==> src/include/cpd_pkg.sv <==
// Functional notes
// - rc measurement uses an 8-bit counter; overflow reports no valid result
// - sample level, drive pin opposite, release, count until level returns
// - measurement counter ticks from the cpu clock derived from clock_input
// - analog read request marker 08h; answer 28h with counter value
// - every other accepted message answered: marker with bit 5 set, data byte echoed
// - control marker 1fh with 08h selects single line bus mode; answer 3fh
// - markers 03h/04h write port a out/dir, 06h/07h port b out/dir
// - pin configuration is retained across repeated analog reads
// - pwm waveform on its pin, 8-bit or 10-bit resolution
// - pwm period is twenty-five clock_input periods times two^res minus one
// - duty from two registers; upper gives top two bits in 10-bit mode
// - duty write marker bits 4..2 = 100; bits 1..0 upper, data lower
// - in 8-bit mode marker bits 1..0 ignored, only lower duty loaded
// - resolution select bit in analog_control picks 8 or 10 bit
// - enable bit in analog_control gates pwm onto pin; marker 1ch
package cpd_pkg;
  localparam logic [11:0] ADDR_MSG    = 12'h000;
  localparam logic [11:0] ADDR_ANSWER = 12'h004;
  localparam logic [11:0] ADDR_STATUS = 12'h008;
  localparam logic [11:0] ADDR_CONFIG = 12'h00c;
  localparam logic [11:0] ADDR_PORTS  = 12'h010;

  localparam logic [7:0] MARK_PA_OUT  = 8'h03;
  localparam logic [7:0] MARK_PA_DIR  = 8'h04;
  localparam logic [7:0] MARK_PB_OUT  = 8'h06;
  localparam logic [7:0] MARK_PB_DIR  = 8'h07;
  localparam logic [7:0] MARK_ANALOG  = 8'h08;
  localparam logic [7:0] MARK_ACTL    = 8'h1c;
  localparam logic [7:0] MARK_CTRL    = 8'h1f;
  localparam logic [7:0] ANSWER_FLAG  = 8'h20;
  localparam logic [2:0] DUTY_SELECT  = 3'b100;

  localparam int CTRL_SINGLE_BIT = 3;
  localparam int ACT_EN_BIT      = 1;
  localparam int ACT_RES_BIT     = 0;
  localparam int SENSE_BIT       = 0;
  localparam int PWM_BIT         = 1;

  localparam logic [7:0] RESET_BYTE = 8'h00;

  localparam int CLK_KHZ     = 25000;
  localparam int TICK_NS     = 1000;
  localparam int TICK_CYC    = (TICK_NS * CLK_KHZ) / 1000000;
  localparam logic [4:0] TICK_LAST = 5'(TICK_CYC - 1);

  localparam logic [9:0] PWM_TOP_8  = 10'h0fe;
  localparam logic [9:0] PWM_TOP_10 = 10'h3fe;

  localparam logic [7:0] COUNT_MAX    = 8'hff;
  localparam logic [7:0] CHARGE_TICKS = 8'h20;

  typedef enum logic [1:0] {
    M_IDLE   = 2'b00,
    M_SAMPLE = 2'b01,
    M_DRIVE  = 2'b10,
    M_COUNT  = 2'b11
  } cpd_meter_st_t;
endpackage : cpd_pkg

==> src/logic/cpd_rc_meter.sv <==
`timescale 1ns/1ps
`default_nettype none
module cpd_rc_meter (
  input  wire logic       pclk,
  input  wire logic       presetn,
  input  wire logic       start,
  input  wire logic       tick,
  input  wire logic       level,
  output logic            drive_en,
  output logic            drive_val,
  output logic            done,
  output logic [7:0]      count,
  output logic            overflow
);
  import cpd_pkg::*;

  cpd_meter_st_t st_q, st_d;
  logic          orig_q, orig_d;
  logic [7:0]    cnt_q, cnt_d;
  logic          done_q, done_d;
  logic          ovf_q, ovf_d;

  always_comb
  begin
    st_d   = st_q;
    orig_d = orig_q;
    cnt_d  = cnt_q;
    done_d = 1'b0;
    ovf_d  = ovf_q;
    unique case (st_q)
      M_IDLE:
        if (start)
        begin
          st_d  = M_SAMPLE;
          cnt_d = RESET_BYTE;
          ovf_d = 1'b0;
        end
      M_SAMPLE:
      begin
        orig_d = level;
        st_d   = M_DRIVE;
      end
      M_DRIVE:
        if (tick)
        begin
          if (cnt_q == CHARGE_TICKS - 8'h01)
          begin
            cnt_d = RESET_BYTE;
            st_d  = M_COUNT;
          end
          else
            cnt_d = cnt_q + 8'h01;
        end
      M_COUNT:
        if (level == orig_q)
        begin
          done_d = 1'b1;
          st_d   = M_IDLE;
        end
        else if (tick)
        begin
          if (cnt_q == COUNT_MAX)
          begin
            ovf_d  = 1'b1;
            done_d = 1'b1;
            st_d   = M_IDLE;
          end
          else
            cnt_d = cnt_q + 8'h01;
        end
    endcase
  end

  always_ff @(posedge pclk or negedge presetn)
  begin
    if (!presetn)
    begin
      st_q   <= M_IDLE;
      orig_q <= 1'b0;
      cnt_q  <= RESET_BYTE;
      done_q <= 1'b0;
      ovf_q  <= 1'b0;
    end
    else
    begin
      st_q   <= st_d;
      orig_q <= orig_d;
      cnt_q  <= cnt_d;
      done_q <= done_d;
      ovf_q  <= ovf_d;
    end
  end

  // high level charges the capacitor, low level discharges it
  assign drive_en  = (st_q == M_DRIVE);
  assign drive_val = ~orig_q;
  assign done      = done_q;
  assign count     = cnt_q;
  assign overflow  = ovf_q;
endmodule : cpd_rc_meter
`default_nettype wire

==> src/logic/cpd_top.sv <==
`timescale 1ns/1ps
`default_nettype none
module cpd_top (
  input  wire logic        pclk,
  input  wire logic        presetn,
  input  wire logic        psel,
  input  wire logic        penable,
  input  wire logic        pwrite,
  input  wire logic [11:0] paddr,
  input  wire logic [31:0] pwdata,
  output logic [31:0]      prdata,
  output logic             pready,
  output logic             pslverr,
  input  wire logic [7:0]  port_a_in,
  output logic [7:0]       port_a_out,
  output logic [7:0]       port_a_oe_n,
  output logic [7:0]       port_b_out,
  output logic [7:0]       port_b_oe_n,
  output logic             single_line_bus_mode
);
  import cpd_pkg::*;

  // pin input synchroniser
  logic [7:0] pa_meta_q;
  logic [7:0] pa_sync_q;

  always_ff @(posedge pclk or negedge presetn)
  begin
    if (!presetn)
    begin
      pa_meta_q <= RESET_BYTE;
      pa_sync_q <= RESET_BYTE;
    end
    else
    begin
      pa_meta_q <= port_a_in;
      pa_sync_q <= pa_meta_q;
    end
  end

  // apb access decode
  logic setup_ph;
  logic acc_wr;
  logic is_msg;
  logic accept;
  logic msg_analog;
  logic [7:0] msg_mark;
  logic [7:0] msg_data;

  assign setup_ph = psel & ~penable;
  assign acc_wr   = psel & penable & pwrite;
  assign is_msg   = (paddr == ADDR_MSG);
  assign msg_mark = pwdata[15:8];
  assign msg_data = pwdata[7:0];
  assign accept   = acc_wr & is_msg & ~pslverr;
  assign msg_analog = (msg_mark == MARK_ANALOG);
  assign pready   = 1'b1;

  // configuration registers
  logic [7:0] pa_out_q, pa_out_d;
  logic [7:0] pa_dir_q, pa_dir_d;
  logic [7:0] pb_out_q, pb_out_d;
  logic [7:0] pb_dir_q, pb_dir_d;
  logic [7:0] ctrl_q, ctrl_d;
  logic [7:0] act_q, act_d;
  logic [7:0] duty_lo_q, duty_lo_d;
  logic [1:0] duty_hi_q, duty_hi_d;

  always_comb
  begin
    pa_out_d  = pa_out_q;
    pa_dir_d  = pa_dir_q;
    pb_out_d  = pb_out_q;
    pb_dir_d  = pb_dir_q;
    ctrl_d    = ctrl_q;
    act_d     = act_q;
    duty_lo_d = duty_lo_q;
    duty_hi_d = duty_hi_q;
    if (accept)
    begin
      if (msg_mark == MARK_PA_OUT)
        pa_out_d = msg_data;
      if (msg_mark == MARK_PA_DIR)
        pa_dir_d = msg_data;
      if (msg_mark == MARK_PB_OUT)
        pb_out_d = msg_data;
      if (msg_mark == MARK_PB_DIR)
        pb_dir_d = msg_data;
      if (msg_mark == MARK_CTRL)
        ctrl_d = msg_data;
      if (msg_mark == MARK_ACTL)
        act_d = msg_data;
      if (msg_mark[7:5] == 3'b000 && msg_mark[4:2] == DUTY_SELECT)
      begin
        duty_lo_d = msg_data;
        if (act_q[ACT_RES_BIT])
          duty_hi_d = msg_mark[1:0];
      end
    end
  end

  always_ff @(posedge pclk or negedge presetn)
  begin
    if (!presetn)
    begin
      pa_out_q  <= RESET_BYTE;
      pa_dir_q  <= RESET_BYTE;
      pb_out_q  <= RESET_BYTE;
      pb_dir_q  <= RESET_BYTE;
      ctrl_q    <= RESET_BYTE;
      act_q     <= RESET_BYTE;
      duty_lo_q <= RESET_BYTE;
      duty_hi_q <= 2'b00;
    end
    else
    begin
      pa_out_q  <= pa_out_d;
      pa_dir_q  <= pa_dir_d;
      pb_out_q  <= pb_out_d;
      pb_dir_q  <= pb_dir_d;
      ctrl_q    <= ctrl_d;
      act_q     <= act_d;
      duty_lo_q <= duty_lo_d;
      duty_hi_q <= duty_hi_d;
    end
  end

  assign single_line_bus_mode = ctrl_q[CTRL_SINGLE_BIT];

  // one microsecond tick: twenty-five clock_input periods at the reference rate
  logic [4:0] div_q, div_d;
  logic       tick;

  assign tick = (div_q == TICK_LAST);

  always_comb
  begin
    div_d = tick ? 5'h00 : div_q + 5'h01;
  end

  always_ff @(posedge pclk or negedge presetn)
  begin
    if (!presetn)
      div_q <= 5'h00;
    else
      div_q <= div_d;
  end

  // r/c measurement
  logic       m_drive_en;
  logic       m_drive_val;
  logic       m_done;
  logic [7:0] m_count;
  logic       m_ovf;

  cpd_rc_meter u_meter (
    .pclk      (pclk),
    .presetn   (presetn),
    .start     (accept & msg_analog),
    .tick      (tick),
    .level     (pa_sync_q[SENSE_BIT]),
    .drive_en  (m_drive_en),
    .drive_val (m_drive_val),
    .done      (m_done),
    .count     (m_count),
    .overflow  (m_ovf)
  );

  // answer register and busy flag
  logic       busy_q, busy_d;
  logic       ans_rdy_q, ans_rdy_d;
  logic       ans_inv_q, ans_inv_d;
  logic [7:0] ans_mark_q, ans_mark_d;
  logic [7:0] ans_data_q, ans_data_d;

  always_comb
  begin
    busy_d     = busy_q;
    ans_rdy_d  = ans_rdy_q;
    ans_inv_d  = ans_inv_q;
    ans_mark_d = ans_mark_q;
    ans_data_d = ans_data_q;
    if (accept)
    begin
      ans_inv_d = 1'b0;
      if (msg_analog)
      begin
        busy_d    = 1'b1;
        ans_rdy_d = 1'b0;
      end
      else
      begin
        ans_rdy_d  = 1'b1;
        ans_mark_d = msg_mark | ANSWER_FLAG;
        ans_data_d = msg_data;
      end
    end
    if (m_done)
    begin
      busy_d     = 1'b0;
      ans_rdy_d  = 1'b1;
      ans_mark_d = MARK_ANALOG | ANSWER_FLAG;
      ans_data_d = m_count;
      ans_inv_d  = m_ovf;
    end
  end

  always_ff @(posedge pclk or negedge presetn)
  begin
    if (!presetn)
    begin
      busy_q     <= 1'b0;
      ans_rdy_q  <= 1'b0;
      ans_inv_q  <= 1'b0;
      ans_mark_q <= RESET_BYTE;
      ans_data_q <= RESET_BYTE;
    end
    else
    begin
      busy_q     <= busy_d;
      ans_rdy_q  <= ans_rdy_d;
      ans_inv_q  <= ans_inv_d;
      ans_mark_q <= ans_mark_d;
      ans_data_q <= ans_data_d;
    end
  end

  // pwm counter; duty and resolution latched at period start
  logic [9:0] pcnt_q, pcnt_d;
  logic [9:0] duty_act_q, duty_act_d;
  logic       res_act_q, res_act_d;
  logic       pwm_q, pwm_d;
  logic [9:0] ptop;
  logic       pend;

  assign ptop = res_act_q ? PWM_TOP_10 : PWM_TOP_8;
  assign pend = tick && (pcnt_q == ptop);

  always_comb
  begin
    pcnt_d     = pcnt_q;
    duty_act_d = duty_act_q;
    res_act_d  = res_act_q;
    if (pend)
    begin
      pcnt_d     = 10'h000;
      res_act_d  = act_q[ACT_RES_BIT];
      duty_act_d = act_q[ACT_RES_BIT] ? {duty_hi_q, duty_lo_q}
                                      : {2'b00, duty_lo_q};
    end
    else if (tick)
      pcnt_d = pcnt_q + 10'h001;
    pwm_d = (pcnt_d < duty_act_d);
  end

  always_ff @(posedge pclk or negedge presetn)
  begin
    if (!presetn)
    begin
      pcnt_q     <= 10'h000;
      duty_act_q <= 10'h000;
      res_act_q  <= 1'b0;
      pwm_q      <= 1'b0;
    end
    else
    begin
      pcnt_q     <= pcnt_d;
      duty_act_q <= duty_act_d;
      res_act_q  <= res_act_d;
      pwm_q      <= pwm_d;
    end
  end

  // pin drivers; oe_n low while driving
  logic [7:0] pa_o_q, pa_o_d;
  logic [7:0] pa_oe_q, pa_oe_d;
  logic [7:0] pb_o_q, pb_o_d;
  logic [7:0] pb_oe_q, pb_oe_d;

  always_comb
  begin
    pa_o_d  = pa_out_q;
    pa_oe_d = ~pa_dir_q;
    pb_o_d  = pb_out_q;
    pb_oe_d = ~pb_dir_q;
    if (busy_q)
    begin
      // meter owns the sense pin; released outside the drive phase
      pa_o_d[SENSE_BIT]  = m_drive_val;
      pa_oe_d[SENSE_BIT] = ~m_drive_en;
    end
    if (act_q[ACT_EN_BIT])
      pb_o_d[PWM_BIT] = pwm_q;
  end

  always_ff @(posedge pclk or negedge presetn)
  begin
    if (!presetn)
    begin
      pa_o_q  <= RESET_BYTE;
      pa_oe_q <= ~RESET_BYTE;
      pb_o_q  <= RESET_BYTE;
      pb_oe_q <= ~RESET_BYTE;
    end
    else
    begin
      pa_o_q  <= pa_o_d;
      pa_oe_q <= pa_oe_d;
      pb_o_q  <= pb_o_d;
      pb_oe_q <= pb_oe_d;
    end
  end

  assign port_a_out  = pa_o_q;
  assign port_a_oe_n = pa_oe_q;
  assign port_b_out  = pb_o_q;
  assign port_b_oe_n = pb_oe_q;

  // apb read data and error, captured in the setup cycle
  logic [31:0] rdata_q, rdata_d;
  logic        err_q, err_d;

  always_comb
  begin
    rdata_d = rdata_q;
    err_d   = err_q;
    if (setup_ph)
    begin
      rdata_d = 32'h0000_0000;
      err_d   = 1'b0;
      unique case (paddr)
        ADDR_MSG:
          err_d = pwrite & busy_q;
        ADDR_ANSWER:
          rdata_d = {14'h0000, ans_inv_q, ans_rdy_q, ans_mark_q, ans_data_q};
        ADDR_STATUS:
          rdata_d = {28'h0000000, pwm_q, res_act_q, busy_q, single_line_bus_mode};
        ADDR_CONFIG:
          rdata_d = {ctrl_q, act_q, 6'h00, duty_hi_q, duty_lo_q};
        ADDR_PORTS:
          rdata_d = {pb_dir_q, pb_out_q, pa_dir_q, pa_out_q};
        default:
          err_d = 1'b1;
      endcase
    end
  end

  always_ff @(posedge pclk or negedge presetn)
  begin
    if (!presetn)
    begin
      rdata_q <= 32'h0000_0000;
      err_q   <= 1'b0;
    end
    else
    begin
      rdata_q <= rdata_d;
      err_q   <= err_d;
    end
  end

  assign prdata  = rdata_q;
  assign pslverr = err_q;
endmodule : cpd_top
`default_nettype wire
==> config.mk <==
export PLATFORM = sky130hd
export DESIGN_NAME = cpd_top
export DESIGN_NICKNAME = d
export VERILOG_FILES = /design/src/include/cpd_pkg.sv /design/src/logic/cpd_rc_meter.sv /design/src/logic/cpd_top.sv
export SDC_FILE = /design/constraint.sdc
export NUM_CORES = 1
export LEC_CHECK = 0
export BUFFER_PORTS_ARGS = -buffer_cell sky130_fd_sc_hd__buf_2
export CAP_MARGIN = 0
export CELL_PAD_IN_SITES_DETAIL_PLACEMENT = 0
export CELL_PAD_IN_SITES_GLOBAL_PLACEMENT = 1
export CORE_AREA = 2 2 172 124
export CTS_CLUSTER_SIZE = 14
export DETAILED_ROUTE_END_ITERATION = 6
export DIE_AREA = 0 0 174 126
export PLACE_DENSITY = 0.85
export SLEW_MARGIN = 20
export SYNTH_ARGS = -nofsm -noshare
export SYNTH_HDL_FRONTEND = slang
export SYNTH_SLANG_ARGS = --single-unit
==> constraint.sdc <==
create_clock -name pclk -period 3.4 [get_ports pclk]
set_clock_uncertainty 0.15 [all_clocks]
set_input_delay 0.17 -clock pclk [delete_from_list [all_inputs] [get_ports pclk]]
set_output_delay 0.17 -clock pclk [all_outputs]
set_load 0.02 [all_outputs]
==> flow_metrics.tcl <==
set metrics [dict create \
    run_status "finished, final reports clean" \
    clock_path_buffers 2 \
    synth_nets 747 \
    ios 124 \
    multi_input_comb_area_um2 3109 \
    final_core_util 0.4715 \
    rows 44 \
    nNetsFinal 864 \
    finalSetupViolCount 0 \
    tns_ns 0 \
    portBuffers 99 \
    tightest_slew_ns 0.9927 \
    min_period_ns 3.068 \
    slew_headroom 0.3382 \
    core_region_area_um2 20260 \
    drt_iter0_drc 502 \
    routed_via_density 5.280 \
    grt_max_degree 91 \
    drive_above_1_share 0.3071 \
    final_cell_mix "dfrtp_1 (168), buf_2 (98), nor2_1 (78), mux2_2 (72), nand2_1 (40)" \
    synth_cell_types 60 \
    synth-seq-area-share 0.5790 \
    antenna_found_initial 0 \
    num_vias 5687 \
    leakage_nw 4.696 \
    ys.flop_type "dfrtp_1" \
    ctsResizeCount 0 \
    fin_cells 1077 \
    grtUsageTotal 0.1863 \
    yosys_warnings 0 \
    gp_congestion 0.8272 \
    max_freq_mhz 325.9 \
    drtPass1Iterations 5 \
    die_w_um 174 \
    finalHoldViolCount 0 \
    worstSetupPathType "flip-flop to flip-flop" \
    area_growth_pct 19.61 \
    dpl.hpwl_mm 13.77 \
    dieArea_um2 21920 \
    crit_required_ns 3.59 \
    period_share 0.9024 \
    cts_tree "done" \
    regArea_um2 4624 \
    synth_top_cell_by_area "dfrtp_1" \
    syn_area_per_cell_um2 11.90 \
    ant_nets 0 \
    cellPowerDensity_nw_per_um2 461.2 \
    cts_setup_buffers 0 \
    htreeDepth 4 \
    post-route-drc-count 0 \
    n_fill_cell 1879 \
    synthDominantCellAreaShare 0.5264 \
    cts_made_buffers 17 \
    crit_path_start_kind "flip-flop" \
    grt_pass1_wl_mm 31.81 \
    rsz0062_at_grt "false" \
    cts.sinks 184 \
    clk_pin_slew_ns 0.07 \
    ys_seq_elements 184 \
    root_buffer "clkbuf_16" \
    irDropWorstVdd_mv 0.2973 \
    drv_slew 0 \
    mappedNetlistArea_um2 7986 \
    maxCapViolCount 0 \
    grt_pass1_vias 5696 \
    synthArstFlopShare 1.000 \
    critPathMaxFanout 21 \
    overflow 0 \
    synthCells 671 \
    n_antenna_cell 0 \
    crit_path_end_kind "flip-flop" \
    clk_latency_ns 0.42 \
    largest_reg_flops 32 \
    netlist_top_cells_area "dfrtp_1 (53%), mux2_2 (10%), dfstp_2 (5.3%)" \
    crit_arrival_ns 3.26 \
    synth-edff-count 0 \
    layout_commonest_cell "dfrtp_1" \
    initial_core_util 0.3942 \
    holdCritPathClass "input pin to flip-flop" \
    wl_per_cell_um 18.06 \
    chipHeight_um 126 \
    drt-total-wl_mm 19.45 \
    dpl.cell_count 1032 \
]
[power breakdown]
part | leakage [nW] | internal, mW | switching (mW) | total [mW]
sequential | 2.37 | 2.22 | 0.0162 | 2.23
combinational | 2.04 | 0.0753 | 0.166 | 0.241
clock | 0.281 | 0.986 | 0.946 | 1.93
total | 4.70 | 3.28 | 1.13 | 4.41
[cell families after synthesis]
family                     Yosys count  share of synthesized area
DFF                                184                     0.5790
muxes                               96                     0.1318
buffers and inverters               63                    0.03196
other                                1                  0.0004695
adders and majority gates           19                    0.02977
AOI/OAI and AO/OA                  104                    0.09055
and+or+nand+nor                    192                     0.1233
xor gates and xnor gates            12                    0.01316
[metal layers]
layer  up-vias  global-route usage  routed length (um)
li1       2626                   -                   -
met1      2851              0.2824                9473
met2       195              0.2754                8477
met3        15             0.03835                1299
met4         0             0.04103                 197
met5         -                   0                   0
[worst max-delay path, cell delays in order, from the launching register on]
cell	delay, ns
dfrtp_1	0.41
inv_1	0.07
ha_1	0.17
and4b_1	0.24
o211ai_1	0.16
nor2_1	0.24
buf_12	0.20
mux2i_1	0.24
ha_1	0.28
a21o_1	0.16
a21o_1	0.17
a21o_1	0.16
a21oi_1	0.15
a2bb2oi_1	0.19
[through the flow]
| step | total power [mW] | area, um2 | worst slack, ns | hold WS, ns |
|---|---|---|---|---|
| after floorplan | 2.369 | 7986 | 0.1369 | -0.2756 |
| after global placement | 2.506 | 8845 | 0.4418 | 0.1389 |
| after CTS | 4.440 | 9553 | 0.3146 | 0.01691 |
| after global routing | 4.575 | 9553 | 0.1064 | 0.02061 |
| after detailed placement | 2.508 | 8845 | 0.3609 | 0.1400 |
| final | 4.406 | 9553 | 0.3318 | 0.03469 |
[Yosys cell counts (5+ instances only)]
| library cell | number |
|---|---|
| nand2b_1 | 5 |
| and3_1 | 8 |
| nand2_1 | 40 |
| xor2_1 | 6 |
| o21ai_0 | 37 |
| nand3_1 | 11 |
| clkbuf_1 | 21 |
| a221oi_1 | 21 |
| nor3_1 | 6 |
| inv_1 | 35 |
| a22oi_1 | 9 |
| mux2_2 | 72 |
| xnor2_1 | 6 |
| mux2i_1 | 23 |
| dfrtp_1 | 168 |
| nand4_1 | 6 |
| ha_1 | 19 |
| nor2_1 | 78 |
| dfstp_2 | 16 |
| o31ai_1 | 6 |
[path summary, 6_finish.rpt]
check / from / endpoint / slack, ns / cells past startpoint
min: pwdata[11] / ans_mark_q[3] / 0.03 / 4
max reg2reg: div_q[0] / pwm_q / 0.33 / 13
min reg2reg: pa_meta_q[0] / pa_sync_q[0] / 0.21 / 0
max in group asynchronous: presetn / port_a_oe_n[1] / 2.02 / 3
max: div_q[0] / pwm_q / 0.33 / 13
min in group asynchronous: presetn / pcnt_q[3] / 0.23 / 2
[repair_timing]
item / in CTS / in global routing
endpoints found under the setup margin: 0 / 0
hold buffers: 13 / 0
hold endpoints to repair: 100 / 0
[final cells by class]
type                    instances  share of cell area
flip-flops and latches        184              0.4841
multi-input cells             424              0.3255
repair buffers                126             0.08003
clock buffers                  18             0.04492
well taps                     276             0.03615
clock inverters                14             0.01559
inverters                      35             0.01375
No activity file was read; power rests on OpenSTA's default activity.
